[config.mk]
export PLATFORM = sky130hd
export DESIGN_NAME = pasu_unit
export DESIGN_NICKNAME = d
export VERILOG_FILES = /design/src/pasu_pkg.sv /design/src/pasu_pipe.sv /design/src/pasu_unit.sv
export SDC_FILE = /design/constraint.sdc
export NUM_CORES = 1
export LEC_CHECK = 0
export ABC_CLOCK_PERIOD_IN_PS = 6100
export BUFFER_PORTS_ARGS = -buffer_cell sky130_fd_sc_hd__buf_2
export CORE_MARGIN = 1
export CORE_UTILIZATION = 46
export CTS_BUF_LIST = sky130_fd_sc_hd__clkbuf_8
export CTS_CLUSTER_DIAMETER = 60
export DETAILED_ROUTE_END_ITERATION = 7
export PLACE_DENSITY = 0.89
export SLEW_MARGIN = 20
export SYNTH_ARGS = -nofsm -noshare
export SYNTH_HDL_FRONTEND = slang
export SYNTH_HIERARCHICAL = 1
export SYNTH_SLANG_ARGS = --single-unit
export TNS_END_PERCENT = 50
[constraint.sdc]
create_clock -name clk -period 6.1 [get_ports clk]
set_input_delay 0.305 -clock clk [delete_from_list [all_inputs] [get_ports clk]]
set_output_delay 0.305 -clock clk [all_outputs]
set_load 0.005 [all_outputs]
[src/pasu_pkg.sv]
// Shared constants, register map and types for the add/subtract unit.
package pasu_pkg;

    ////////////////////////////////////////////////////////////////////////////
    // Operation and representation settings.
    ////////////////////////////////////////////////////////////////////////////

    // Operation comes from the select port (also used for the unused setting).
    localparam int DIR_PORT   = 0;
    localparam int DIR_ADD    = 1;  // Fixed addition, select port ignored.
    localparam int DIR_SUB    = 2;  // Fixed subtraction, select port ignored.
    localparam int DIR_UNUSED = 3;  // Treated like the port setting.

    localparam int REP_SIGNED   = 0;  // Two's complement, the default.
    localparam int REP_UNSIGNED = 1;
    localparam int REP_UNUSED   = 2;

    // Default widths and latency of the datapath.
    localparam int DEF_WIDTH    = 8;
    localparam int DEF_PIPELINE = 0;

    ////////////////////////////////////////////////////////////////////////////
    // Register bus map.
    ////////////////////////////////////////////////////////////////////////////

    localparam int          ADDR_W     = 8;      // Byte address width.
    localparam int          DATA_W     = 32;     // Bus data width.
    localparam int          STRB_W     = 4;      // Byte enables.
    localparam logic [7:0]  REG_CTRL   = 8'h00;  // Software operation control.
    localparam logic [7:0]  REG_RESULT = 8'h04;  // Current result output.
    localparam logic [7:0]  REG_FLAGS  = 8'h08;  // Carry, overflow, operation.
    localparam logic [7:0]  REG_CONFIG = 8'h0c;  // Build-time settings.
    localparam logic [1:0]  ADDR_LSB   = 2'h0;   // Word alignment bits.

    localparam int CTRL_OVR_BIT  = 0;  // Software overrides the select port.
    localparam int CTRL_OP_BIT   = 1;  // Operation when overriding, 1 adds.
    localparam int FLAG_COUT_BIT = 0;
    localparam int FLAG_OVF_BIT  = 1;
    localparam int FLAG_OP_BIT   = 2;  // Operation in use now, 1 adds.
    localparam int CFG_WIDTH_LSB = 0;  // Eight-bit width field.
    localparam int CFG_LAT_LSB   = 8;  // Eight-bit latency field.
    localparam int CFG_DIR_LSB   = 16; // Two-bit direction field.
    localparam int CFG_REP_LSB   = 18; // Two-bit representation field.

    localparam logic [1:0] RESP_OKAY   = 2'h0;
    localparam logic [1:0] RESP_SLVERR = 2'h2;

    // Which register an address selects.
    typedef enum logic [2:0] {SEL_CTRL, SEL_RESULT, SEL_FLAGS, SEL_CONFIG, SEL_NONE} pasu_sel_t;

endpackage : pasu_pkg

[src/pasu_pipe.sv]
// Result pipeline of configurable depth with asynchronous clear; at zero depth the clear is not used.
`timescale 1ns/1ps
module pasu_pipe
#(
    parameter int W   = 10,
    parameter int LAT = 0
)
(
    input  wire logic         clk,
    input  wire logic         clear,
    input  wire logic [W-1:0] d,
    output logic      [W-1:0] q
);

    ////////////////////////////////////////////////////////////////////////////
    // Zero latency is a plain wire; otherwise a shift register of LAT words.
    ////////////////////////////////////////////////////////////////////////////

    generate
        if (LAT == 0)
        begin : g_comb
            // No flip-flop at all, so the clock is not used here.
            assign q = d;
        end
        else
        begin : g_regs
            // All pipeline words held in one packed state.
            typedef struct packed {
                logic [LAT-1:0][W-1:0] stage;
            } pasu_pipe_state_t;

            pasu_pipe_state_t st;       // Registered stages.
            pasu_pipe_state_t next_st;  // Next stage contents.

            // Each stage takes the one before it; stage 0 takes the input.
            always_comb
            begin
                next_st          = st;
                next_st.stage[0] = d;
                for (int i = 1; i < LAT; i++)
                begin
                    next_st.stage[i] = st.stage[i-1];
                end
            end

            // No power-up value on purpose: stages stay unknown until cleared.
            // The clear acts at once, without waiting for an edge.
            always_ff @(posedge clk or posedge clear)
            begin
                if (clear)
                begin
                    st <= '0;
                end
                else
                begin
                    st <= next_st;
                end
            end

            // The oldest stage drives the output.
            assign q = st.stage[LAT-1];
        end
    endgenerate

endmodule : pasu_pipe

[src/pasu_unit.sv]
// Parameterised adder/subtractor with result pipeline and register bank.
`timescale 1ns/1ps
module pasu_unit
#(
    parameter int WIDTH          = pasu_pkg::DEF_WIDTH,
    parameter int DIRECTION      = pasu_pkg::DIR_PORT,
    parameter int REPRESENTATION = pasu_pkg::REP_SIGNED,
    parameter int PIPELINE       = pasu_pkg::DEF_PIPELINE
)
(
    input  wire logic                          clk,
    input  wire logic                          sys_rst,
    input  wire logic                          clear,
    input  wire logic [WIDTH-1:0]              operand_a,
    input  wire logic [WIDTH-1:0]              operand_b,
    input  wire logic                          carry_in = 1'b0,
    input  wire logic                          add_sel  = 1'b1,
    output logic      [WIDTH-1:0]              result,
    output logic                               carry_out,
    output logic                               overflow,
    input  wire logic [pasu_pkg::ADDR_W-1:0]   s_axi_awaddr,
    input  wire logic                          s_axi_awvalid,
    output logic                               s_axi_awready,
    input  wire logic [pasu_pkg::DATA_W-1:0]   s_axi_wdata,
    input  wire logic [pasu_pkg::STRB_W-1:0]   s_axi_wstrb,
    input  wire logic                          s_axi_wvalid,
    output logic                               s_axi_wready,
    output logic [1:0]                         s_axi_bresp,
    output logic                               s_axi_bvalid,
    input  wire logic                          s_axi_bready,
    input  wire logic [pasu_pkg::ADDR_W-1:0]   s_axi_araddr,
    input  wire logic                          s_axi_arvalid,
    output logic                               s_axi_arready,
    output logic [pasu_pkg::DATA_W-1:0]        s_axi_rdata,
    output logic [1:0]                         s_axi_rresp,
    output logic                               s_axi_rvalid,
    input  wire logic                          s_axi_rready
);

    ////////////////////////////////////////////////////////////////////////////
    // Local types and signals.
    ////////////////////////////////////////////////////////////////////////////

    // Width of the pipelined word: result, carry-out and overflow.
    localparam int PW = WIDTH + 2;

    // The whole bus-side state in one packed record.
    typedef struct packed {
        logic [pasu_pkg::ADDR_W-1:0] awaddr;  // Latched write address.
        logic                        aw_got;  // Write address held.
        logic [pasu_pkg::DATA_W-1:0] wdata;   // Latched write data.
        logic [pasu_pkg::STRB_W-1:0] wstrb;   // Latched byte enables.
        logic                        w_got;   // Write data held.
        logic                        bvalid;  // Write response pending.
        logic [1:0]                  bresp;   // Write response code.
        logic                        rvalid;  // Read data pending.
        logic [1:0]                  rresp;   // Read response code.
        logic [pasu_pkg::DATA_W-1:0] rdata;   // Read data word.
        logic                        ovr;     // Software drives the operation.
        logic                        op;      // Software operation, 1 adds.
    } pasu_state_t;

    pasu_state_t      st;        // Registered state.
    pasu_state_t      next_st;   // Next state from the combinational block.
    logic             op_add;    // Operation applied this cycle, 1 adds.
    logic [PW-1:0]    raw;       // Unregistered overflow, carry and result.
    logic [PW-1:0]    piped;     // Same word after the pipeline.
    logic [31:0]      cfg_word;  // Build settings as seen by software.

    ////////////////////////////////////////////////////////////////////////////
    // Functions.
    ////////////////////////////////////////////////////////////////////////////

    // Adds or subtracts; returns overflow, carry-out and result, high to low.
    // Subtraction is done as a plus inverted b plus carry-in, which is exactly
    // a minus b plus carry-in minus one, so one adder serves both operations.
    function automatic logic [PW-1:0] add_core
    (
        input logic [WIDTH-1:0] a,
        input logic [WIDTH-1:0] b,
        input logic             ci,
        input logic             add
    );
        logic [WIDTH-1:0] bb;
        logic [WIDTH:0]   sum;
        logic             c_msb;
        bb    = add ? b : ~b;
        sum   = {1'b0, a} + {1'b0, bb} + {{WIDTH{1'b0}}, ci};
        // The carry into the top bit is recovered from the top result bit and both top operand bits.
        c_msb = sum[WIDTH-1] ^ a[WIDTH-1] ^ bb[WIDTH-1];
        // Signed and unsigned share the same bits; only meaning differs.
        return {c_msb ^ sum[WIDTH], sum};
    endfunction : add_core

    // Maps a byte address to a register; low two bits are ignored.
    function automatic pasu_pkg::pasu_sel_t reg_sel
    (
        input logic [pasu_pkg::ADDR_W-1:0] addr
    );
        logic [7:0] word;
        word = {addr[pasu_pkg::ADDR_W-1:2], pasu_pkg::ADDR_LSB};
        case (word)
            pasu_pkg::REG_CTRL:   return pasu_pkg::SEL_CTRL;
            pasu_pkg::REG_RESULT: return pasu_pkg::SEL_RESULT;
            pasu_pkg::REG_FLAGS:  return pasu_pkg::SEL_FLAGS;
            pasu_pkg::REG_CONFIG: return pasu_pkg::SEL_CONFIG;
            default:              return pasu_pkg::SEL_NONE;
        endcase
    endfunction : reg_sel

    ////////////////////////////////////////////////////////////////////////////
    // Operation choice.
    ////////////////////////////////////////////////////////////////////////////

    // A fixed direction makes the select port and the override inert. With
    // the port setting, software may override; otherwise the port decides,
    // and an unconnected port defaults high, so the unit adds.
    always_comb
    begin
        case (DIRECTION)
            pasu_pkg::DIR_ADD:
            begin
                op_add = 1'b1;
            end
            pasu_pkg::DIR_SUB:
            begin
                op_add = 1'b0;
            end
            default:
            begin
                // Port setting and the unused setting both follow the port.
                op_add = st.ovr ? st.op : add_sel;
            end
        endcase
    end

    ////////////////////////////////////////////////////////////////////////////
    // Datapath and pipeline.
    ////////////////////////////////////////////////////////////////////////////

    // Both operands and the result share WIDTH; the flags ride along.
    assign raw = add_core(operand_a, operand_b, carry_in, op_add);

    // The flags travel in the same word as the result, so all three outputs
    // always describe the same operation, whatever the latency.
    pasu_pipe
    #(
        .W   (PW),
        .LAT (PIPELINE)
    )
    u_pipe
    (
        .clk   (clk),
        .clear (clear),
        .d     (raw),
        .q     (piped)
    );

    // Split the pipelined word back into its parts.
    assign result    = piped[WIDTH-1:0];
    assign carry_out = piped[WIDTH];
    assign overflow  = piped[WIDTH+1];

    ////////////////////////////////////////////////////////////////////////////
    // Register bus handshakes.
    ////////////////////////////////////////////////////////////////////////////

    // Address and data are taken independently and held until both are in.
    // Nothing new is taken while a response waits, which keeps one write
    // under way at a time.
    assign s_axi_awready = !st.aw_got && !st.bvalid;
    assign s_axi_wready  = !st.w_got && !st.bvalid;
    assign s_axi_arready = !st.rvalid;

    // Responses come straight from the state.
    assign s_axi_bvalid = st.bvalid;
    assign s_axi_bresp  = st.bresp;
    assign s_axi_rvalid = st.rvalid;
    assign s_axi_rresp  = st.rresp;
    assign s_axi_rdata  = st.rdata;

    // Settings fixed at build time; representation only changes meaning.
    // Wider values than a field holds are cut to the field on purpose.
    always_comb
    begin
        cfg_word = '0;
        cfg_word[pasu_pkg::CFG_WIDTH_LSB +: 8] = 8'(WIDTH);
        cfg_word[pasu_pkg::CFG_LAT_LSB +: 8]   = 8'(PIPELINE);
        cfg_word[pasu_pkg::CFG_DIR_LSB +: 2]   = 2'(DIRECTION);
        cfg_word[pasu_pkg::CFG_REP_LSB +: 2]   = 2'(REPRESENTATION);
    end

    ////////////////////////////////////////////////////////////////////////////
    // Register bus next-state logic.
    ////////////////////////////////////////////////////////////////////////////

    // Write path, read path and the control register all update here.
    always_comb
    begin
        next_st = st;

        // Capture the write address when offered and free.
        if (s_axi_awvalid && s_axi_awready)
        begin
            next_st.awaddr = s_axi_awaddr;
            next_st.aw_got = 1'b1;
        end

        // Capture the write data when offered and free.
        if (s_axi_wvalid && s_axi_wready)
        begin
            next_st.wdata  = s_axi_wdata;
            next_st.wstrb  = s_axi_wstrb;
            next_st.w_got  = 1'b1;
        end

        // With both halves held, perform the write and raise the response.
        if (st.aw_got && st.w_got)
        begin
            next_st.aw_got = 1'b0;
            next_st.w_got  = 1'b0;
            next_st.bvalid = 1'b1;
            next_st.bresp  = pasu_pkg::RESP_OKAY;
            case (reg_sel(st.awaddr))
                pasu_pkg::SEL_CTRL:
                begin
                    // Both control bits live in byte lane zero.
                    if (st.wstrb[0])
                    begin
                        next_st.ovr = st.wdata[pasu_pkg::CTRL_OVR_BIT];
                        next_st.op  = st.wdata[pasu_pkg::CTRL_OP_BIT];
                    end
                end
                pasu_pkg::SEL_RESULT, pasu_pkg::SEL_FLAGS, pasu_pkg::SEL_CONFIG:
                begin
                    // Read-only registers accept and ignore a write.
                    next_st.bresp = pasu_pkg::RESP_OKAY;
                end
                default:
                begin
                    // Nothing lives here; the master is told so.
                    next_st.bresp = pasu_pkg::RESP_SLVERR;
                end
            endcase
        end
        else if (st.bvalid && s_axi_bready)
        begin
            // Response taken; the write side is free again.
            next_st.bvalid = 1'b0;
        end

        // Read: data are sampled at the address handshake and held.
        if (s_axi_arvalid && s_axi_arready)
        begin
            next_st.rvalid = 1'b1;
            next_st.rresp  = pasu_pkg::RESP_OKAY;
            next_st.rdata  = '0;
            case (reg_sel(s_axi_araddr))
                pasu_pkg::SEL_CTRL:
                begin
                    next_st.rdata[pasu_pkg::CTRL_OVR_BIT] = st.ovr;
                    next_st.rdata[pasu_pkg::CTRL_OP_BIT]  = st.op;
                end
                pasu_pkg::SEL_RESULT:
                begin
                    // Results wider than the bus show their low word only.
                    next_st.rdata = 32'(result);
                end
                pasu_pkg::SEL_FLAGS:
                begin
                    next_st.rdata[pasu_pkg::FLAG_COUT_BIT] = carry_out;
                    next_st.rdata[pasu_pkg::FLAG_OVF_BIT]  = overflow;
                    next_st.rdata[pasu_pkg::FLAG_OP_BIT]   = op_add;
                end
                pasu_pkg::SEL_CONFIG:
                begin
                    next_st.rdata = cfg_word;
                end
                default:
                begin
                    next_st.rresp = pasu_pkg::RESP_SLVERR;
                end
            endcase
        end
        else if (st.rvalid && s_axi_rready)
        begin
            // Read data taken; accept the next address.
            next_st.rvalid = 1'b0;
        end
    end

    ////////////////////////////////////////////////////////////////////////////
    // State register.
    ////////////////////////////////////////////////////////////////////////////

    // The bus side resets with the system; the datapath pipeline does not,
    // it answers only to its own clear input.
    always_ff @(posedge clk or posedge sys_rst)
    begin
        if (sys_rst)
        begin
            st <= '0;
        end
        else
        begin
            st <= next_st;
        end
    end

endmodule : pasu_unit

==> impl_metrics.csv, run 1 <==
group,metric,value,unit
clock_tree,ctsLongestPathBuffers,2,
synth,async_flop_share,1.000,
route,firstDrtPassIters,4,
clock_tree,clkTransAtPathRegs,90,ps
worst_setup_path,worstSetupStartpointType,"register",
finish,layout_commonest_cell,"buf_2",
finish,mostFrequentLayoutCells,"64 x buf_2, 26 x conb_1, 25 x dfrtp_1",
pwr,switching_power,0.0002798,W
floorplanning,die_w,64.95,um
clock_tree,numCtsBuffers,3,
synth,synth_top_area_cell,"dfrtp_1",
pwr,power.internal,0.0004700,W
finish,regArea,625.6,um^2
worst_setup_path,r2r_slack,2710,ps
timing,final_hold_viol_count,0,
job,max-cap-violations,0,
synth,ys.flop_type,"dfrtp_1",
route,drc,0,
synth,yosys-top-cells-area,"dfrtp_1 34%, buf_4 19%, mux2_2 6.8%",
finish,fin_nets,314,
timing,min_period,3625,ps
synth,avgSynthCellArea,10.07,um^2
place,place_congestion,0.8032,
clock_tree,cts_tree,"done",
floorplanning,row_count,22,
synth,synth-seq-cells,25,
grt,grt_pass1_wl,4754,um
worst_setup_path,crit_type,"register to primary output",
floorplanning,coreArea,3744,um^2
synth,yosysWarnings,6,
pwr,vdd_ir_drop_max,0.1424,mV
place,hpwl,2612,um
clock_tree,hold_buffers,0,
timing,setup_violations,0,
finish,drive_above_1_share,0.3628,
worst_setup_path,cp_data_required_time,5790,ps
worst_setup_path,cp.arrival,3320,ps
finish,n_antenna_cell,0,
worst_setup_path,crit_path_end_kind,"primary output",
pwr,clock_power_share,0.130,
route,vias,1255,
grt,grt_max_degree,26,
clock_tree,clock_latency,270,ps
synth,synth-edff-count,0,
synth,synth_area,1823,um^2
floorplanning,die_h,64.95,um
pwr,p_leak,1.061,nW
grt,grt_use_total,0.1449,
timing,post-route-period-util,0.5943,
finish,nFillCells,370,
finish,synthToLayoutAreaGrowth,9.334,%
timing,finalSetupTns,0,ps
floorplanning,dieArea,4219,um^2
synth,synth_top_area_frac,0.3432,
floorplanning,pin_count,129,
grt,grt_overflow,0,
timing,tightest_slew,933.9,ps
synth,synth-seq-area-share,0.3432,
clock_tree,cts_resized,0,
grt,antenna_found_initial,0,
worst_hold_path,hold_class,"input pin to register",
clock_tree,cts_sinks,25,
grt,grt_pass1_vias,1050,
route,wire_per_inst,11.45,um
route,wl,3137,um
timing,slew_violations,0,
timing,slew_headroom,0.3767,
floorplanning,initial_core_util,0.4870,
route,ant_nets,0,
clock_tree,cts.htree.levels,1,
pwr,pwr-share-seq,0.338,
status,status,"finished, final reports clean",
synth,synth_cells,181,
pwr,sw_frac_of_total,0.3732,
timing,holdWs,229.7,ps
clock_tree,root_buffer,"clkbuf_8",
finish,multiInputGateArea,904.6,um^2
worst_setup_path,critPathMaxFanout,9,
place,port_buffers,64,
timing,fmaxAchievable,275.8,MHz
timing,rsz0062_at_grt,"no",
timing,fin_skew,6.109,ps
route,via_per_inst,4.580,
synth,synthDistinctLibCells,36,
pwr,power_density,376.2,nW/um^2
clock_tree,cts_setup_buffers,0,
pwr,combinationalPowerShare,0.532,
route,first_iter_violations,66,
## cell usage after synthesis, types with 2 or more instances
cell	count
a21oi_1	5
buf_4	46
a21o_1	2
o21a_1	3
nor2b_1	2
nor4_1	3
xnor2_1	4
fa_1	2
xor2_1	8
mux2_2	11
a22o_1	7
clkbuf_1	2
o21ai_0	8
and2_1	2
inv_1	9
nand3_1	2
o21bai_1	2
nor2_1	5
nand2_1	10
mux2i_1	2
ha_1	7
dfrtp_1	25
## critical path: stages (launching register included)
cell      delay (ps)
dfrtp_1          430
mux2i_4          500
xor2_1           220
fa_1             210
inv_1             60
fa_1             400
nor2b_1          160
o31a_1           190
nor4_1            60
o21bai_1         280
xnor3_1          410
buf_2            140
## power groups by stage
stage,combinational (W),sequential (W),clock [W]
4_1_cts,0.000404,0.000254,0.000100
5_1_grt,0.000441,0.000261,0.000108
3_3_place_gp,0.000394,0.000254,0
6_report,0.000399,0.000253,0.0000973
2_1_floorplan,0.000364,0.000248,0
3_5_place_dp,0.000403,0.000257,0
## registers in the layout (all words and copies together), names as in the netlist
| signal | count |
|---|---|
| s_axi_rresp | 1 |
| s_axi_rdata | 8 |
| s_axi_bresp | 1 |
| s_axi_bvalid | 1 |
| s_axi_rvalid | 1 |
| st | 13 |
## stage by stage
step	setup WS, ps	util	std cells	instance area (um^2)	power (W)
3_3_place_gp	2748	0.5194	270	1944	0.0006484
4_1_cts	2425	0.5324	274	1993	0.0007584
3_5_place_dp	2676	0.5194	270	1944	0.0006600
6_report	2475	0.5324	274	1993	0.0007498
2_1_floorplan	3047	-	206	1917	0.0006121
5_1_grt	2255	0.5324	274	1993	0.0008102
## path summary, 6_finish.rpt
kind | from | end | cells after the start
worst min-delay path | s_axi_rready | s_axi_rvalid$_DFFE_PP0P_ | 2
worst max-delay path | st[1]$_DFFE_PP0P_ | overflow | 11
max in group asynchronous | sys_rst | st[0]$_DFFE_PP0P_ | 2
worst max register to register | st[1]$_DFFE_PP0P_ | s_axi_rdata[1]$_DFFE_PP0P_ | 13
worst min register to register | s_axi_rdata[3]$_DFFE_PP0P_ | s_axi_rdata[3]$_DFFE_PP0P_ | 2
min in group asynchronous | sys_rst | st[40]$_DFFE_PP0P_ | 2
## layer usage
| metal | track usage | wire, um | up-vias |
|---|---|---|---|
| li1 | - | - | 633 |
| met1 | 0.1962 | 1428 | 568 |
| met2 | 0.2370 | 1532 | 50 |
| met3 | 0.01056 | 129 | 4 |
| met4 | 0.06111 | 47 | 0 |
| met5 | 0 | 0 | - |
## area by class of cell
cell class	count	area share
Clock buffer	3	0.02072
Multi-Input combinational cell	124	0.4539
Sequential cell	25	0.3139
Tap cell	48	0.03013
Inverter	9	0.01695
Clock inverter	1	0.003766
Timing Repair Buffer	64	0.1607
## cells by family after synthesis
kind of cell	synth area share
adder cells (fa/ha/maj)	0.07001
other	0.002057
flip-flops	0.3432
XOR/XNOR	0.08786
buffers and inverters	0.2121
AO/OA/AOI/OAI	0.1105
multiplexers	0.09128
AND/OR/NAND/NOR	0.08306
Note: power is estimated with default switching activity, not from simulation.
==> run 2: changes to the inputs <==
--- a/config.mk
+++ b/config.mk
@@ -5,14 +5,14 @@
 export SDC_FILE = /design/constraint.sdc
 export NUM_CORES = 1
 export LEC_CHECK = 0
-export ABC_CLOCK_PERIOD_IN_PS = 6100
+export ABC_CLOCK_PERIOD_IN_PS = 3700
 export BUFFER_PORTS_ARGS = -buffer_cell sky130_fd_sc_hd__buf_2
 export CORE_MARGIN = 1
-export CORE_UTILIZATION = 46
+export CORE_UTILIZATION = 43
 export CTS_BUF_LIST = sky130_fd_sc_hd__clkbuf_8
 export CTS_CLUSTER_DIAMETER = 60
 export DETAILED_ROUTE_END_ITERATION = 7
-export PLACE_DENSITY = 0.89
+export PLACE_DENSITY = 0.84
 export SLEW_MARGIN = 20
 export SYNTH_ARGS = -nofsm -noshare
 export SYNTH_HDL_FRONTEND = slang
==> constraint.sdc (replaced) <==
create_clock -name clk -period 3.7 [get_ports clk]
set_input_delay 0.185 -clock clk [delete_from_list [all_inputs] [get_ports clk]]
set_output_delay 0.185 -clock clk [all_outputs]
set_load 0.005 [all_outputs]
==> impl_metrics.csv, run 2 (synthesis gave the netlist of run 1 again) <==
group,metric,value,unit
clock_tree,cts.htree.levels,1,
grt,grt_use_total,0.1484,
worst_setup_path,r2r_slack,480,ps
timing,finalSetupTns,0,ps
timing,post-route-period-util,0.9110,
floorplanning,die_w,67.11,um
clock_tree,numCtsBuffers,3,
pwr,p_leak,1.071,nW
worst_setup_path,worstSetupStartpointType,"register",
floorplanning,dieArea,4504,um^2
status,status,"finished, final reports clean",
floorplanning,pin_count,129,
timing,slew_violations,0,
floorplanning,initial_core_util,0.4525,
grt,grt_overflow,0,
grt,grt_max_degree,26,
timing,fmaxAchievable,296.7,MHz
timing,rsz0062_at_grt,"no",
route,drc,0,
timing,slew_headroom,0.3790,
floorplanning,row_count,23,
place,hpwl,2796,um
worst_hold_path,hold_class,"input pin to register",
route,via_per_inst,4.646,
clock_tree,root_buffer,"clkbuf_8",
route,first_iter_violations,51,
finish,drive_above_1_share,0.3612,
grt,grt_pass1_vias,1158,
route,firstDrtPassIters,4,
finish,synthToLayoutAreaGrowth,9.678,%
clock_tree,ctsLongestPathBuffers,2,
timing,tightest_slew,930.4,ps
timing,fin_skew,3.157,ps
worst_setup_path,crit_type,"register to primary output",
route,vias,1287,
pwr,power_density,626.4,nW/um^2
clock_tree,cts_tree,"done",
place,place_congestion,0.8623,
worst_setup_path,cp.arrival,3190,ps
clock_tree,hold_buffers,0,
clock_tree,cts_resized,0,
job,max-cap-violations,0,
clock_tree,cts_sinks,25,
finish,n_antenna_cell,0,
timing,setup_ws,329.4,ps
timing,min_period,3371,ps
finish,nFillCells,388,
clock_tree,cts_setup_buffers,0,
clock_tree,clkTransAtPathRegs,80,ps
floorplanning,die_h,67.11,um
place,port_buffers,64,
worst_setup_path,cp_data_required_time,3510,ps
route,wire_per_inst,12.09,um
finish,largest_reg_flops,13,
finish,largest_register,"st",
worst_setup_path,critPathMaxFanout,5,
finish,layout_commonest_cell,"buf_2",
timing,final_hold_viol_count,0,
clock_tree,clock_latency,270,ps
finish,fin_nets,315,
grt,antenna_found_initial,0,
worst_setup_path,crit_path_end_kind,"primary output",
timing,setup_violations,0,
place,dpl_worst_slack,483.6,ps
finish,mostFrequentLayoutCells,"64 x buf_2, 26 x conb_1, 25 x dfrtp_1",
pwr,finalPower,0.001252,W
route,wl,3348,um
grt,grt_pass1_wl,5030,um
floorplanning,coreArea,4029,um^2
pwr,vdd_ir_drop_max,0.2526,mV
route,ant_nets,0,
## run 2: layout make-up
class,instances,area [um^2],area share
Timing Repair Buffer,65,327.8,0.1640
Inverter,9,33.78,0.01690
Tap cell,50,62.56,0.03129
Clock inverter,1,3.754,0.001877
Clock buffer,3,41.29,0.02065
Multi-Input combinational cell,124,904.6,0.4524
Sequential cell,25,625.6,0.3129
## run 2: critical path: stages, from the launching register on
cell and delay (ps):
dfrtp_1 430, mux2i_4 360, xor2_1 200, fa_1 220
inv_1 60, fa_1 400, nor2b_1 160, o31a_1 190
nor4_1 70, o21bai_1 270, xnor3_1 400, buf_2 150
## run 2: routing by layer
metal / GRT usage / wire length, um / vias to the layer above
li1: - / - / 632
met2: 0.2538 / 1664 / 43
met4: 0.04787 / 44 / 0
met5: 0 / 0 / -
met1: 0.1968 / 1513 / 607
met3: 0.01027 / 125 / 5
## run 2: final timing paths
kind | start | to | cells past startpoint
setup / recovery | st[1]$_DFFE_PP0P_ | overflow | 11
hold / removal | s_axi_rready | s_axi_rvalid$_DFFE_PP0P_ | 2
setup reg to reg | st[1]$_DFFE_PP0P_ | s_axi_rdata[1]$_DFFE_PP0P_ | 13
hold reg to reg | s_axi_rdata[3]$_DFFE_PP0P_ | s_axi_rdata[3]$_DFFE_PP0P_ | 2
max in group asynchronous | sys_rst | s_axi_rdata[3]$_DFFE_PP0P_ | 2
min in group asynchronous | sys_rst | st[40]$_DFFE_PP0P_ | 2
## run 2: power by group
group | switching, W | internal (W) | leakage (nW)
sequential | 0.0000598 | 0.000360 | 0.314
combinational | 0.000331 | 0.000344 | 0.730
clock | 0.0000842 | 0.0000743 | 0.0269
total | 0.000475 | 0.000778 | 1.07
## run 2: metrics by stage
step                instance area, um^2  hold slack (ps)  instances  utilization
floorplan                          1917            212.3        206            -
global placement                   1954            370.3        273       0.4851
global route                       1999            80.22        277       0.4963
finish                             1999            90.00        277       0.4963
detailed placement                 1954            375.7        273       0.4851
CTS                                1999            90.16        277       0.4963
